[src/ecl_regs.svh]
// Offsets, field positions and fixed values of the configuration image loader
`ifndef ECL_REGS_SVH
`define ECL_REGS_SVH

// ****************************************
// Image layout (byte locations)
// ****************************************
`define ECL_SIG_LOC       6'h00
`define ECL_SIG_VALUE     8'ha5
`define ECL_STA_FIRST     6'h01
`define ECL_FS_POLL_LOC   6'h07
`define ECL_HS_POLL_LOC   6'h08
`define ECL_FLAGS_LOC     6'h09
`define ECL_LANG_LO_LOC   6'h0a
`define ECL_LANG_HI_LOC   6'h0b
`define ECL_ITEM_BASE     6'h0c
`define ECL_WAKE_LO_LOC   6'h1e
`define ECL_WAKE_HI_LOC   6'h1f
`define ECL_PM_FLAGS_LOC  6'h20
`define ECL_HDR_LAST      6'h20
`define ECL_HDR_BYTES     33

// ****************************************
// Length/pointer items
// ****************************************
`define ECL_NUM_ITEMS     4'd9
`define ECL_NUM_STRINGS   4'd5
`define ECL_ITEM_HS_DEV   4'd5
`define ECL_ITEM_HS_CFG   4'd6
`define ECL_ITEM_FS_DEV   4'd7
`define ECL_ITEM_FS_CFG   4'd8

// ****************************************
// Flag bits and descriptor overrides
// ****************************************
`define ECL_FLAG_SELF     0
`define ECL_FLAG_LED      1
`define ECL_FLAG_RWAKE    2
`define ECL_DSC_LEN_OFS   8'h00
`define ECL_DSC_TYPE_OFS  8'h01
`define ECL_DEV_SIZE      8'h12
`define ECL_DEV_TYPE      8'h01
`define ECL_CFG_TYPE      8'h02
`define ECL_CFG_ATTR_OFS  8'h07
`define ECL_ATTR_RWAKE    5
`define ECL_ATTR_SELF     6

// ****************************************
// APB register byte offsets
// ****************************************
`define ECL_REG_STATUS    12'h000
`define ECL_REG_CTRL      12'h004
`define ECL_REG_ADDR_LO   12'h008
`define ECL_REG_ADDR_HI   12'h00c
`define ECL_REG_POLL      12'h010
`define ECL_REG_GPIO      12'h014
`define ECL_CTRL_RELOAD   0

`endif

[src/ecl_pkg.sv]
// Types shared by the configuration image loader
package ecl_pkg;

    // ****************************************
    // Loader states
    // ****************************************
    typedef enum logic [2:0] {
        ST_START,
        ST_SIG,
        ST_HDR,
        ST_PICK,
        ST_DESC,
        ST_FINISH,
        ST_DONE
    } ecl_state_t;

    // ****************************************
    // Image byte read request
    // ****************************************
    typedef struct packed {
        logic       req;
        logic [8:0] addr;
    } ecl_rd_req_t;

    // ****************************************
    // Descriptor byte stream
    // ****************************************
    typedef struct packed {
        logic       valid;
        logic [3:0] item;
        logic [7:0] offset;
        logic [7:0] data;
    } ecl_desc_t;

    // ****************************************
    // Loaded device settings
    // ****************************************
    typedef struct packed {
        logic [7:0]  fs_poll;
        logic [7:0]  hs_poll;
        logic [15:0] lang_id;
        logic        lang_valid;
        logic [10:0] pin_wake_enable_bits;
        logic [7:0]  pm_flags;
        logic        remote_wakeup;
        logic        led_function_select;
        logic        self_powered;
        logic [8:0]  item_present;
    } ecl_cfg_t;

endpackage

[src/ecl_loader.sv]
// Configuration image loader with APB status and control registers
//
// Implementation choices: register access over APB and the register addresses.
`timescale 1ns/10ps
`include "ecl_regs.svh"

module ecl_loader
    import ecl_pkg::*;
#(
    parameter logic [47:0] STATION_DEFAULT = 48'h0000_0000_0000,
    parameter logic [7:0]  FS_POLL_DEFAULT = 8'h01,
    parameter logic [7:0]  HS_POLL_DEFAULT = 8'h04,
    parameter logic [15:0] LANG_DEFAULT    = 16'h0409,
    parameter logic        LED_DEFAULT     = 1'b0,
    parameter logic        SELF_DEFAULT    = 1'b0
) (
    input  wire logic        pclk,                // System clock
    input  wire logic        presetn,             // Asynchronous reset, active low
    input  wire logic        psel,                // APB select
    input  wire logic        penable,             // APB enable
    input  wire logic        pwrite,              // APB write
    input  wire logic [11:0] paddr,               // APB byte address
    input  wire logic [31:0] pwdata,              // APB write data
    output logic      [31:0] prdata,              // APB read data
    output logic             pready,              // APB ready
    output logic             pslverr,             // APB error
    output ecl_rd_req_t      ee_rd,               // Image byte read request
    input  wire logic        ee_ack,              // Read data valid pulse
    input  wire logic [7:0]  ee_data,             // Read data byte
    input  wire logic        remote_wakeup_strap, // Remote wakeup strap level
    output ecl_desc_t        desc,                // Descriptor byte stream
    output ecl_cfg_t         cfg,                 // Loaded device settings
    output logic [15:0]      station_addr_high,   // MAC address bits 47:32
    output logic [31:0]      station_addr_low,    // MAC address bits 31:0
    output logic             station_addr_wr,     // MAC address load pulse
    output logic             usb_accept           // USB transactions accepted
);

    // ****************************************
    // Declarations
    // ****************************************
    ecl_state_t  state_ff;
    ecl_rd_req_t rd_ff;
    ecl_desc_t   desc_ff;
    ecl_cfg_t    cfg_ff;
    logic [7:0]  hdr_ff [`ECL_HDR_BYTES];
    logic [5:0]  hdr_idx_ff;
    logic [3:0]  item_ff;
    logic [7:0]  ofs_ff;
    logic        sig_ok_ff;
    logic        strap_ff;
    logic        dcfg_seen_ff;
    logic        dcfg_rwake_ff;
    logic        dcfg_self_ff;
    logic [47:0] sta_ff;
    logic        sta_wr_ff;
    logic        accept_ff;
    logic [31:0] prdata_ff;
    logic        pready_ff;
    logic        pslverr_ff;
    logic        setup;
    logic        reload;
    logic [7:0]  cur_len;
    logic [8:0]  cur_addr;
    logic [7:0]  nxt_desc_byte;
    logic        any_string;

    // ****************************************
    // Functions
    // ****************************************
    // Length byte of an item
    function automatic logic [7:0] item_len(input logic [3:0] k);
        logic [5:0] loc;
        loc = 6'(`ECL_ITEM_BASE + {k, 1'b0});
        return hdr_ff[loc];
    endfunction

    // Word pointer byte of an item
    function automatic logic [7:0] item_ptr(input logic [3:0] k);
        logic [5:0] loc;
        loc = 6'(`ECL_ITEM_BASE + {k, 1'b0} + 6'h01);
        return hdr_ff[loc];
    endfunction

    // Device descriptor items
    function automatic logic is_dev(input logic [3:0] k);
        return (k == `ECL_ITEM_HS_DEV) || (k == `ECL_ITEM_FS_DEV);
    endfunction

    // Configuration descriptor items
    function automatic logic is_cfg(input logic [3:0] k);
        return (k == `ECL_ITEM_HS_CFG) || (k == `ECL_ITEM_FS_CFG);
    endfunction

    // ****************************************
    // Combinational helpers
    // ****************************************
    // Byte address of the current descriptor byte
    always_comb begin
        cur_len  = item_len(item_ff);
        cur_addr = 9'({item_ptr(item_ff), 1'b0} + {1'b0, ofs_ff});
    end

    // Fixed descriptor fields replace image content
    always_comb begin
        nxt_desc_byte = ee_data;
        if (is_dev(item_ff) && ofs_ff == `ECL_DSC_LEN_OFS) begin
            nxt_desc_byte = `ECL_DEV_SIZE;
        end else if (is_dev(item_ff) && ofs_ff == `ECL_DSC_TYPE_OFS) begin
            nxt_desc_byte = `ECL_DEV_TYPE;
        end else if (is_cfg(item_ff) && ofs_ff == `ECL_DSC_TYPE_OFS) begin
            nxt_desc_byte = `ECL_CFG_TYPE;
        end
    end

    // Any string descriptor present
    always_comb begin
        any_string = 1'b0;
        for (int k = 0; k < 5; k++) begin
            any_string = any_string | (item_len(4'(k)) != 8'h00);
        end
    end

    assign setup  = psel && !penable;
    // Reload takes effect at the access edge, when the master sees ready
    assign reload = psel && penable && pready_ff && pwrite && paddr == `ECL_REG_CTRL
                    && pwdata[`ECL_CTRL_RELOAD] && state_ff == ST_DONE;

    // ****************************************
    // Loader sequencer
    // ****************************************
    // Walks signature, header bytes, then each present item
    always_ff @(posedge pclk or negedge presetn) begin
        if (!presetn) begin
            state_ff   <= ST_START;
            hdr_idx_ff <= 6'h00;
            item_ff    <= 4'h0;
            ofs_ff     <= 8'h00;
            sig_ok_ff  <= 1'b0;
        end else begin
            unique case (state_ff)
                ST_START: begin
                    sig_ok_ff <= 1'b0;
                    state_ff  <= ST_SIG;
                end
                ST_SIG: if (ee_ack) begin
                    if (ee_data == `ECL_SIG_VALUE) begin
                        sig_ok_ff  <= 1'b1;
                        hdr_idx_ff <= `ECL_STA_FIRST;
                        state_ff   <= ST_HDR;
                    end else begin
                        state_ff <= ST_FINISH;
                    end
                end
                ST_HDR: if (ee_ack) begin
                    if (hdr_idx_ff == `ECL_HDR_LAST) begin
                        item_ff  <= 4'h0;
                        state_ff <= ST_PICK;
                    end else begin
                        hdr_idx_ff <= hdr_idx_ff + 6'h01;
                    end
                end
                ST_PICK: begin
                    if (item_ff == `ECL_NUM_ITEMS) begin
                        state_ff <= ST_FINISH;
                    end else if (cur_len != 8'h00) begin
                        ofs_ff   <= 8'h00;
                        state_ff <= ST_DESC;
                    end else begin
                        item_ff <= item_ff + 4'h1;
                    end
                end
                ST_DESC: if (ee_ack) begin
                    if (ofs_ff == cur_len - 8'h01) begin
                        item_ff  <= item_ff + 4'h1;
                        state_ff <= ST_PICK;
                    end else begin
                        ofs_ff <= ofs_ff + 8'h01;
                    end
                end
                ST_FINISH: state_ff <= ST_DONE;
                ST_DONE: if (reload) begin
                    state_ff <= ST_START;
                end
            endcase
        end
    end

    // Image read request, held until acknowledged
    always_ff @(posedge pclk or negedge presetn) begin
        if (!presetn) begin
            rd_ff <= '0;
        end else if (ee_ack) begin
            rd_ff.req <= 1'b0;
        end else if (!rd_ff.req) begin
            unique case (state_ff)
                ST_SIG: begin
                    rd_ff.req  <= 1'b1;
                    rd_ff.addr <= {3'h0, `ECL_SIG_LOC};
                end
                ST_HDR: begin
                    rd_ff.req  <= 1'b1;
                    rd_ff.addr <= {3'h0, hdr_idx_ff};
                end
                ST_DESC: begin
                    rd_ff.req  <= 1'b1;
                    rd_ff.addr <= cur_addr;
                end
                default: rd_ff.req <= 1'b0;
            endcase
        end
    end

    // Header byte store
    always_ff @(posedge pclk or negedge presetn) begin
        if (!presetn) begin
            for (int i = 0; i < `ECL_HDR_BYTES; i++) begin
                hdr_ff[i] <= 8'h00;
            end
        end else if (state_ff == ST_HDR && ee_ack) begin
            hdr_ff[hdr_idx_ff] <= ee_data;
        end
    end

    // Descriptor byte stream with fixed fields applied
    always_ff @(posedge pclk or negedge presetn) begin
        if (!presetn) begin
            desc_ff <= '0;
        end else begin
            desc_ff.valid <= state_ff == ST_DESC && ee_ack;
            if (state_ff == ST_DESC && ee_ack) begin
                desc_ff.item   <= item_ff;
                desc_ff.offset <= ofs_ff;
                desc_ff.data   <= nxt_desc_byte;
            end
        end
    end

    // Power and wakeup bits from a stored configuration descriptor
    always_ff @(posedge pclk or negedge presetn) begin
        if (!presetn) begin
            dcfg_seen_ff  <= 1'b0;
            dcfg_rwake_ff <= 1'b0;
            dcfg_self_ff  <= 1'b0;
        end else if (state_ff == ST_START) begin
            dcfg_seen_ff <= 1'b0;
        end else if (state_ff == ST_DESC && ee_ack && is_cfg(item_ff) && !dcfg_seen_ff
                     && ofs_ff == `ECL_CFG_ATTR_OFS) begin
            dcfg_seen_ff  <= 1'b1;
            dcfg_rwake_ff <= ee_data[`ECL_ATTR_RWAKE];
            dcfg_self_ff  <= ee_data[`ECL_ATTR_SELF];
        end
    end

    // Strap caught at the start of each load
    always_ff @(posedge pclk or negedge presetn) begin
        if (!presetn) begin
            strap_ff <= 1'b0;
        end else if (state_ff == ST_START) begin
            strap_ff <= remote_wakeup_strap;
        end
    end

    // ****************************************
    // Settings latched at the end of a load
    // ****************************************
    always_ff @(posedge pclk or negedge presetn) begin
        if (!presetn) begin
            cfg_ff    <= '0;
            sta_ff    <= 48'h0;
            sta_wr_ff <= 1'b0;
            accept_ff <= 1'b0;
        end else begin
            sta_wr_ff <= 1'b0;
            if (state_ff == ST_START) begin
                accept_ff <= 1'b0;
            end else if (state_ff == ST_FINISH) begin
                accept_ff <= 1'b1;
                sta_wr_ff <= 1'b1;
                if (sig_ok_ff) begin
                    sta_ff <= {hdr_ff[6], hdr_ff[5], hdr_ff[4],
                               hdr_ff[3], hdr_ff[2], hdr_ff[1]};
                    cfg_ff.fs_poll    <= hdr_ff[`ECL_FS_POLL_LOC];
                    cfg_ff.hs_poll    <= hdr_ff[`ECL_HS_POLL_LOC];
                    cfg_ff.lang_id    <= {hdr_ff[`ECL_LANG_HI_LOC],
                                          hdr_ff[`ECL_LANG_LO_LOC]};
                    cfg_ff.lang_valid <= any_string;
                    cfg_ff.pin_wake_enable_bits <= {hdr_ff[`ECL_WAKE_HI_LOC][2:0],
                                                    hdr_ff[`ECL_WAKE_LO_LOC]};
                    cfg_ff.pm_flags   <= hdr_ff[`ECL_PM_FLAGS_LOC];
                    cfg_ff.led_function_select <= hdr_ff[`ECL_FLAGS_LOC][`ECL_FLAG_LED];
                    cfg_ff.remote_wakeup <= dcfg_seen_ff ? dcfg_rwake_ff
                        : hdr_ff[`ECL_FLAGS_LOC][`ECL_FLAG_RWAKE];
                    cfg_ff.self_powered  <= dcfg_seen_ff ? dcfg_self_ff
                        : hdr_ff[`ECL_FLAGS_LOC][`ECL_FLAG_SELF];
                    for (int k = 0; k < 9; k++) begin
                        cfg_ff.item_present[k] <= item_len(4'(k)) != 8'h00;
                    end
                end else begin
                    sta_ff <= STATION_DEFAULT;
                    cfg_ff.fs_poll    <= FS_POLL_DEFAULT;
                    cfg_ff.hs_poll    <= HS_POLL_DEFAULT;
                    cfg_ff.lang_id    <= LANG_DEFAULT;
                    cfg_ff.lang_valid <= 1'b0;
                    cfg_ff.pin_wake_enable_bits <= 11'h000;
                    cfg_ff.pm_flags   <= 8'h00;
                    cfg_ff.led_function_select <= LED_DEFAULT;
                    cfg_ff.remote_wakeup <= strap_ff;
                    cfg_ff.self_powered  <= SELF_DEFAULT;
                    cfg_ff.item_present  <= 9'h000;
                end
            end
        end
    end

    // ****************************************
    // APB slave, zero wait states
    // ****************************************
    always_ff @(posedge pclk or negedge presetn) begin
        if (!presetn) begin
            prdata_ff  <= 32'h0000_0000;
            pready_ff  <= 1'b0;
            pslverr_ff <= 1'b0;
        end else begin
            pready_ff  <= setup;
            pslverr_ff <= 1'b0;
            if (setup) begin
                prdata_ff <= 32'h0000_0000;
                unique case (paddr)
                    `ECL_REG_STATUS:  prdata_ff <= {28'h0, cfg_ff.lang_valid, sig_ok_ff,
                                                    state_ff != ST_DONE, accept_ff};
                    `ECL_REG_CTRL:    prdata_ff <= 32'h0000_0000;
                    `ECL_REG_ADDR_LO: prdata_ff <= sta_ff[31:0];
                    `ECL_REG_ADDR_HI: prdata_ff <= {16'h0, sta_ff[47:32]};
                    `ECL_REG_POLL:    prdata_ff <= {cfg_ff.lang_id, cfg_ff.hs_poll,
                                                    cfg_ff.fs_poll};
                    `ECL_REG_GPIO:    prdata_ff <= {5'h0, cfg_ff.remote_wakeup,
                                                    cfg_ff.led_function_select,
                                                    cfg_ff.self_powered, cfg_ff.pm_flags,
                                                    5'h0, cfg_ff.pin_wake_enable_bits};
                    default:          pslverr_ff <= 1'b1;
                endcase
            end
        end
    end

    // ****************************************
    // Outputs
    // ****************************************
    assign prdata            = prdata_ff;
    assign pready            = pready_ff;
    assign pslverr           = pslverr_ff;
    assign ee_rd             = rd_ff;
    assign desc              = desc_ff;
    assign cfg               = cfg_ff;
    assign station_addr_high = sta_ff[47:32];
    assign station_addr_low  = sta_ff[31:0];
    assign station_addr_wr   = sta_wr_ff;
    assign usb_accept        = accept_ff;

endmodule

[config.mk]
export PLATFORM = sky130hd
export DESIGN_NAME = ecl_loader
export DESIGN_NICKNAME = d
export VERILOG_FILES = /design/src/ecl_pkg.sv /design/src/ecl_loader.sv
export VERILOG_INCLUDE_DIRS = /design/src /design/src/src
export SDC_FILE = /design/constraint.sdc
export NUM_CORES = 1
export LEC_CHECK = 0
export BUFFER_PORTS_ARGS = -buffer_cell sky130_fd_sc_hd__buf_2
export CORE_ASPECT_RATIO = 2
export CORE_MARGIN = 1.5
export CORE_UTILIZATION = 49
export DETAILED_ROUTE_END_ITERATION = 6
export PLACE_DENSITY = 0.69
export SLEW_MARGIN = 0
export SYNTH_ARGS = -nofsm -noshare
export SYNTH_HDL_FRONTEND = slang
export SYNTH_SLANG_ARGS = --single-unit
[constraint.sdc]
create_clock -name pclk -period 5.85 [get_ports pclk]
set_clock_uncertainty 0.1 [all_clocks]
set_input_delay 1.17 -clock pclk [delete_from_list [all_inputs] [get_ports pclk]]
set_output_delay 1.17 -clock pclk [all_outputs]
set_load 0.1 [all_outputs]
# After elaboration in Yosys (flattened, before gate mapping)
# Cells that the tools add are included.
# W data, S select, Z words.
totals:
  regBits: 469
  inputBits: 59
  output_inout_bits: 179
  word_cells: 229
classes:
  n_reduce_logical: 50
  n_mux: 59
  add_sub_neg: 7
  eq_ne: 35
  order_cmp: 4
  bitwise: 10
ops:
  columns: ["op", "n"]
  rows:
  - ["$bwmux W264", 1]
  - ["$pmux W32 S5", 1]
  - ["$bmux W8 S6", 2]
  - ["$mux W8", 12]
  - ["$reduce_bool A8 Y1", 10]
  - ["$mux W64", 1]
  - ["$demux W8 S6", 1]
  - ["$mux W48", 1]
  - ["$mux W3", 9]
  - ["$pmux W9 S3", 1]
  - ["$eq A12 B4 Y1 const B", 2]
  - ["$eq A12 B5 Y1 const B", 2]
  - ["$mux W4", 6]
  - ["$mux W6", 4]
  - ["$ne A2 B2 Y1 const B", 12]
  - ["$ge A7 B7 Y1 const B", 3]
  - ["$not A6 Y7", 3]
  - ["$pmux W3 S7", 1]
  - ["$logic_and A1 B1 Y1", 16]
  - ["$pmux W8 S2", 1]
  - ["$mux W1", 14]
  - ["$reduce_and A7 Y1", 2]
  - ["$add A6 B1 Y6 const B", 2]
  - ["$eq A12 B3 Y1 const B", 1]
  - ["35 further kinds", 57]

# Depth between registers and ports, before layout
# Gate-level depths: netlist (run 1).
depth:
  ltp_word: 10
  mapped_depth: 20
  depth_no_buf: 16

# Least setup slack after synthesis (run 1)
# No wires, ideal clock.
synth_path:
  path_type: "register to register"
  startpoint: "reg item_ff[1]"
  endpoint: "reg item_ff[3]"
  slack_ns: 1.365
  stages_incl_launch_ff: 20
  synth_period_minus_slack_ns: 4.485
  required_time_ns: 5.685
  setup_ns: 0.065
  n_path_buf: 4
  t_arrival_ns: 4.320
  cell_sequence: "dfrtp_1 buf_6 buf_4 inv_1 ha_1 buf_6 and4b_1 and2_1 clkbuf_1 a32o_1 a21oi_1 ha_1 o41ai_1 a21oi_1 a211oi_1 mux2i_1 or4_4 o21a_4 or4_1 nand2_1"
synth_via:
  elab_chain_len: 9
  word_cells_on_any_way: 19
  cone_classes: "add/sub: 3; eq/ne: 5; mux: 8; bitwise: 1; reduce/logical: 2"
synth_rtl:
  columns: ["item", "line_no", "rtl"]
  rows:
  - ["start, declared", "ecl_loader.sv:48", "logic [3:0] item_ff;"]
  - ["start signal, assigned", "ecl_loader.sv:170", "item_ff <= item_ff + 4'h1;"]
  - ["start signal, assigned", "ecl_loader.sv:175", "item_ff <= item_ff + 4'h1;"]
  - ["$add A4 B5 Y6 (no line)", null, null]
  - ["$not A6 Y7 (implied by the code)", "ecl_loader.sv:75", "return hdr_ff[loc];"]
  - ["$bmux W8 S6", "ecl_loader.sv:75", null]
  - ["$mux W8 (implied by the code) (2 in series)", "ecl_loader.sv:75", null]
  - ["$sub A8 B1 Y8", "ecl_loader.sv:174", "if (ofs_ff == cur_len - 8'h01) begin"]
  - ["$eq A8 B8 Y1", "ecl_loader.sv:174", null]
  - ["$ne A2 B2 Y1 (no line)", null, null]
  - ["$reduce_and A7 Y1 (no line)", null, null]
# Parallel ways exist; a longest one is shown, timed or not. The select of a mux whose other input is x is not followed.
# A chain may end at the register's enable or synchronous reset.

# Worst setup path after layout (run 1)
layout_path:
  startpoint: "reg item_ff[2]"
  endpoint: "reg item_ff[3]"
# Same word-level chain as after synthesis.

==> results of run 1 <==
## cell usage in the layout, fill, tap and decap left out, types with 14 or more instances in the layout
cell type  instances
a222oi_1          21
buf_2            205
mux2i_1           55
mux2_2           278
o21ai_0          166
inv_1             25
nand3_1           24
ha_1              19
a21oi_1           33
mux4_2            53
nor2b_1           14
nor2_1            84
buf_4             23
nand2_1          282
nor3_1            14
nor4_1            23
clkbuf_16         41
a22oi_1           20
dfrtp_1          466
## layout make-up
cell class / instances / area, sq um
Inverter: 29 / 108.9
Sequential cell: 469 / 11740
Clock inverter: 16 / 180.2
Multi-Input combinational cell: 1260 / 9697
Clock buffer: 55 / 1169
Tap cell: 555 / 694.4
Timing Repair Buffer: 233 / 1294
Fill cell: 3763 / 19440
## through the flow
stage,instances,worst slack (ns)
detailed placement,2546,0.9402
global route,2617,0.5954
CTS,2617,0.9051
finish,2617,0.8128
global placement,2546,0.9511
floorplan,1877,1.365
## Yosys cell counts (all sizes together), types with 3 or more instances
library cell  instances  area, sq um
dfrtp               469        11740
nand2               282         1059
mux2                278         3131
o21ai               167        839.6
clkbuf               99        372.9
nor2                 85        321.6
mux2i                55        550.5
mux4                 54         1220
a21oi                33        165.2
inv                  27        101.4
nand3                24        120.1
nor4                 23        143.9
a222oi               21        210.2
a22oi                20        150.1
buf                  20        163.9
ha                   19        237.7
nor2b                14        87.58
nor3                 14        70.07
or3                  13        86.33
a21o                 12        90.09
a31oi                12        75.07
a22o                 11        96.34
a211oi               10        80.07
and2                  8        52.55
nand2b                8        50.05
xor2                  8        70.07
xnor2                 7        61.31
o21a                  6        52.55
a32o                  5        50.05
o31ai                 5        37.54
or4                   5        41.29
a2111oi               4        41.29
and3                  4        25.02
nand4                 4        25.02
o221ai                4        35.03
a2bb2oi               3        26.28
nor3b                 3        22.52
o21bai                3        22.52
or2                   3        18.78
## report_power, final
group	internal [W]	switching, W	total, W
sequential	0.00343	0.000323	0.00376
combinational	0.000918	0.00217	0.00309
clock	0.00154	0.00123	0.00277
## routing by layer
layer	wire length [um]	share of wire, %
met1	24070	36
met2	33740	51
met3	3046	4.6
met4	5563	8.4
met5	0	0
## registers in the layout, indices dropped and copies added (netlist names)
name,cells
hdr_ff,264
cfg,64
sta_ff,48
prdata,32
desc,21
ee_rd,10
ofs_ff,8
hdr_idx_ff,6
item_ff,4
state_ff,3
dcfg_rwake_ff,1
dcfg_seen_ff,1
dcfg_self_ff,1
pready,1
pslverr,1
sig_ok_ff,1
station_addr_wr,1
strap_ff,1
usb_accept,1
## worst max-delay path: cells and delay by family (launching register included)
family / cells / cell delay, ns
DFF: 1 / 0.47
muxes: 1 / 0.14
AOI/OAI and AO/OA: 6 / 1.44
and+or+nand+nor: 4 / 1.81
adders and majority gates: 2 / 0.89
buffers and inverters: 1 / 0.14
## cells by family (layout without fill, tap and decap cells)
logic type,count (synthesis),count (layout),share of synthesized area (%)
buffers and inverters,148,333,2.926
AO/OA/AOI/OAI,336,336,9.764
flip-flops,469,469,53.19
AND/OR/NAND/NOR,502,502,10.15
multiplexers,387,387,22.21
XOR/XNOR,15,15,0.5954
adder cells (fa/ha/maj),20,20,1.168
## worst max-delay path by stage
stage | end | slack (ns) | depth (start not counted)
5_1_grt | ofs_ff[1] | 0.60 | 14
3_3_place_gp | item_ff[3] | 0.95 | 14
2_1_floorplan | item_ff[3] | 1.37 | 19
3_5_place_dp | item_ff[3] | 0.94 | 14
6_report | item_ff[3] | 0.81 | 14
4_1_cts | item_ff[3] | 0.91 | 14
==> flow_summary.ini, run 1 <==
[cells_and_area]
num_antenna_cells = 0
layout-drive-gt1-share_pct = 31.52
final_area_sq_um = 24890
area_growth_pct = 12.77
nets = 2112
final_core_util_pct = 56.14

[cts]
root_buffer = clkbuf_16
numCtsBuffers = 40
tritoncts = done
cts-resized-gates = 0
max-clock-path-buffers = 3
clk-insertion-delay-late_ns = 0.56
clk_pin_slew_ns = 0.07
cts.sinks = 469
cts_hold_buf = 0
htreeDepth = 2
post_cts.repair.setup_buffers = 0

[run_status]
status = finished with violations
violations = DRC

[detailed_routing]
drt_iter0_drc = 1221
wirelength_um = 66410
viasPerCell = 6.038
detail_route.wl_per_cell_um = 25.38
detail-route-antenna-nets = 0
drc = 35
firstDrtPassIters = 7
vias = 15800

[critical_path]
crit_path_max_incr_delay_ns = 0.67
cp.required_ns = 6.24
critPathMostFrequentCell = ha_1
reg2reg_depth = 14
worstSetupStartpoint = item_ff[2]
crit_path_top_delay_cell = nor2b_1
crit_arrival_ns = 5.42
path_class = reg -> reg
end_kind = register
startpoint_type = register
r2r_start = item_ff[2]
timing.rr.end = item_ff[3]
reg2reg_slack_ns = 0.81
worstPathMaxFanout = 10
path_cells = inv_1, ha_1, nor2b_1, a22oi_1, a32o_1, a21oi_1, ha_1, o2111ai_1, a211oi_1, mux2i_1, or4_4, o21a_4, or4_1, nand2_1

[grt]
antenna_found_initial = 0
grt_use_met3_pct = 3.304
grt_use_met1_pct = 32.49
top_usage_layer = met2
grt_pass1_vias = 16070
grt-ovfl-total = 0
grt.total_usage_pct = 29.03
grt_first_pass_wirelength_um = 101000
met2_usage_pct = 51.11
grt_max_degree = 210

[logic_synthesis]
synth_flop_cell = dfrtp_1
avgSynthCellArea_sq_um = 11.76
synthesis.instances = 1877
async_flop_share_pct = 100.0
synth_edf_count = 0
netlist_area_sq_um = 22070
yosysWarnings = 0
syn_nets = 1956
seq_area_frac_synth_pct = 53.19
synth_seq_cells = 469
synth_cell_types = 84

[power]
ir_worst_vdd_mv = 0.3317
cellPowerDensity_nw_per_um2 = 386.3
p_total_w = 0.009612
power.leakage_nw = 11.83

[sta]
worst_slew_pin_slew_ns = 1.207
setup_viol = 0
relSlewSlack_pct = 18.90
rsz0062_at_grt = no
fin_tns_setup_ns = 0
holdWs_ns = 0.3725
fmax_mhz = 198.5
fin_crit_sh_pct = 86.11
fin_crit_ns = 5.037
hold_viol = 0
drv_slew = 0

[floorplan]
core_sq_um = 44320
dieArea_sq_um = 46390
pin_count = 238
initial_utilization_pct = 49.78
die_h_um = 303.1
num_rows = 109
fp.dieW_um = 153.1

[placed_design]
dp_hpwl_um = 48610
place.gp.congestion = 0.9255
placed_area_sq_um = 23540
port_buffers = 206

[worst_hold_path]
min_path_cells = 2
min_path_type = reg -> reg
whs_endpoint = prdata[7]
min-delay-start = prdata[7]

[job]
cap_violations = 0
Note: power is estimated with default switching activity, not from simulation.
==> inputs of run 2 (changes only) <==
--- a/config.mk
+++ b/config.mk
@@ -9,9 +9,9 @@
 export BUFFER_PORTS_ARGS = -buffer_cell sky130_fd_sc_hd__buf_2
 export CORE_ASPECT_RATIO = 2
 export CORE_MARGIN = 1.5
-export CORE_UTILIZATION = 49
+export CORE_UTILIZATION = 56
 export DETAILED_ROUTE_END_ITERATION = 6
-export PLACE_DENSITY = 0.69
+export PLACE_DENSITY = 0.78
 export SLEW_MARGIN = 0
 export SYNTH_ARGS = -nofsm -noshare
 export SYNTH_HDL_FRONTEND = slang
==> constraint.sdc (replaced) <==
create_clock -name pclk -period 4.86 [get_ports pclk]
set_clock_uncertainty 0.1 [all_clocks]
set_input_delay 0.972 -clock pclk [delete_from_list [all_inputs] [get_ports pclk]]
set_output_delay 0.972 -clock pclk [all_outputs]
set_load 0.1 [all_outputs]
==> flow_summary.ini, run 2 (synthesized netlist as in run 1, its figures left out) <==
[power]
switching_share_pct = 38.80
p_total_w = 0.01181
power_frac_comb_pct = 33.5
ir_worst_vdd_mv = 0.5956
p_int_w = 0.007230
power.leakage_nw = 11.98
cellPowerDensity_nw_per_um2 = 470.4
switchingPower_w = 0.004583
power_frac_clock_pct = 28.6
p_seq_share_pct = 37.8

[critical_path]
reg2reg_slack_ns = 0.31
cp.required_ns = 5.26
end_kind = register
timing.rr.end = item_ff[3]
startpoint_type = register
path_class = reg -> reg
reg2reg_depth = 15
worstPathMaxFanout = 9
r2r_start = item_ff[1]
crit_arrival_ns = 4.94

[floorplan]
dieArea_sq_um = 40680
pin_count = 238
initial_utilization_pct = 56.88
num_rows = 102
die_h_um = 283.7
fp.dieW_um = 143.4
core_sq_um = 38800

[grt]
grt_max_degree = 210
grt_first_pass_wirelength_um = 102800
grt.total_usage_pct = 33.96
antenna_found_initial = 0
grt-ovfl-total = 0
grt_pass1_vias = 16640

[detailed_routing]
drt_iter0_drc = 1268
viasPerCell = 6.275
wirelength_um = 67490
detail-route-antenna-nets = 0
firstDrtPassIters = 6
detail_route.wl_per_cell_um = 25.82
vias = 16400
drc = 0

[cts]
tritoncts = done
htreeDepth = 2
clk_pin_slew_ns = 0.07
root_buffer = clkbuf_16
post_cts.repair.setup_buffers = 0
cts-resized-gates = 0
clk-insertion-delay-late_ns = 0.58
cts.sinks = 469
numCtsBuffers = 41
cts_hold_buf = 0
max-clock-path-buffers = 3

[cells_and_area]
nets = 2143
fillers = 2997
top_register = hdr_ff
area_growth_pct = 13.81
layout_common_cells = dfrtp_1, nand2_1, mux2_2, buf_2, o21ai_0
layout-drive-gt1-share_pct = 32.33
mostFrequentLayoutCell = dfrtp_1
largest_register_ff_count = 264
num_antenna_cells = 0

[sta]
setup_viol = 0
hold_viol = 0
fin_crit_ns = 4.546
rsz0062_at_grt = no
fin_crit_sh_pct = 93.54
drv_slew = 0
fmax_mhz = 220.0
relSlewSlack_pct = 27.05
fin_tns_setup_ns = 0
worst_slew_pin_slew_ns = 1.086

[worst_hold_path]
min_path_type = in -> async

[run_status]
status = complete, no violations

[placed_design]
port_buffers = 206
dp_hpwl_um = 49480
place.gp.congestion = 0.9852

[job]
cap_violations = 0
-- run 2: changes by cell type in the layout (fill, tap and decap cells not counted), sizes merged --
cell / before / now
bufinv: 3 / 4
inv: 28 / 27
clkbuf: 55 / 56
clkinv: 13 / 14
buf: 233 / 263
-- run 2: worst max path at each step --
stage,depth (start not counted),startpoint,endpoint
detailed placement,15,item_ff[1],item_ff[3]
floorplan,19,item_ff[1],item_ff[3]
global placement,15,item_ff[1],item_ff[3]
global route,15,item_ff[2],item_ff[3]
finish,15,item_ff[1],item_ff[3]
CTS,15,item_ff[1],item_ff[3]
-- run 2: per-layer routing --
| metal | routed length [um] | global-route usage (%) | part of all wire [%] | up-vias |
|---|---|---|---|---|
| li1 | - | - | - | 7151 |
| met1 | 23350 | 38.10 | 35 | 8285 |
| met2 | 34710 | 58.64 | 51 | 751 |
| met3 | 3665 | 4.522 | 5.4 | 217 |
| met4 | 5763 | 23.90 | 8.5 | 0 |
| met5 | 0 | 0 | 0 | - |
-- run 2: area by class of cell --
| type | instances | area (sq um) | share of cell area (%) |
|---|---|---|---|
| clock inverters | 17 | 239.0 | 0.9516 |
| repair buffers | 263 | 1544 | 6.148 |
| flip-flops and latches | 469 | 11740 | 46.76 |
| clock buffers | 56 | 1132 | 4.509 |
| multi-input cells | 1260 | 9697 | 38.61 |
| well taps | 520 | 650.6 | 2.591 |
| inverters | 29 | 108.9 | 0.4334 |
-- run 2: critical path: stages (launching register included) --
cell and delay [ns]:
dfrtp_2 0.38, inv_1 0.06, ha_1 0.56, nor2b_1 0.24
a22o_1 0.23, a221oi_1 0.29, a21oi_1 0.15, ha_1 0.24
o41ai_1 0.37, a21oi_1 0.07, a211oi_1 0.26, mux2i_1 0.15
or4_4 0.61, o21a_4 0.24, or4_1 0.46, nand2_1 0.07
-- run 2: through the flow --
| stage | util [%] | cells | hold WS, ns | cell area (sq um) | worst slack (ns) |
|---|---|---|---|---|---|
| after global routing | 64.73 | 2614 | 0.4052 | 25110 | 0.1024 |
| after CTS | 64.73 | 2614 | 0.3795 | 25110 | 0.3226 |
| final | 64.73 | 2614 | 0.3759 | 25110 | 0.3140 |
| after detailed placement | 61.20 | 2541 | 0.3634 | 23740 | 0.3700 |
| after global placement | 61.20 | 2541 | 0.3555 | 23740 | 0.3654 |
| after floorplan | - | 1877 | 0.3752 | 22070 | 0.3752 |
-- run 2: power by group through the flow --
| stage | logic, W | clock network (W) | registers, W |
|---|---|---|---|
| 3_5_place_dp | 0.00391 | 0 | 0.00453 |
| 3_3_place_gp | 0.00388 | 0 | 0.00452 |
| 6_report | 0.00396 | 0.00338 | 0.00447 |
| 4_1_cts | 0.00393 | 0.00342 | 0.00446 |
| 5_1_grt | 0.00422 | 0.00356 | 0.00450 |
| 2_1_floorplan | 0.00225 | 0 | 0.00514 |
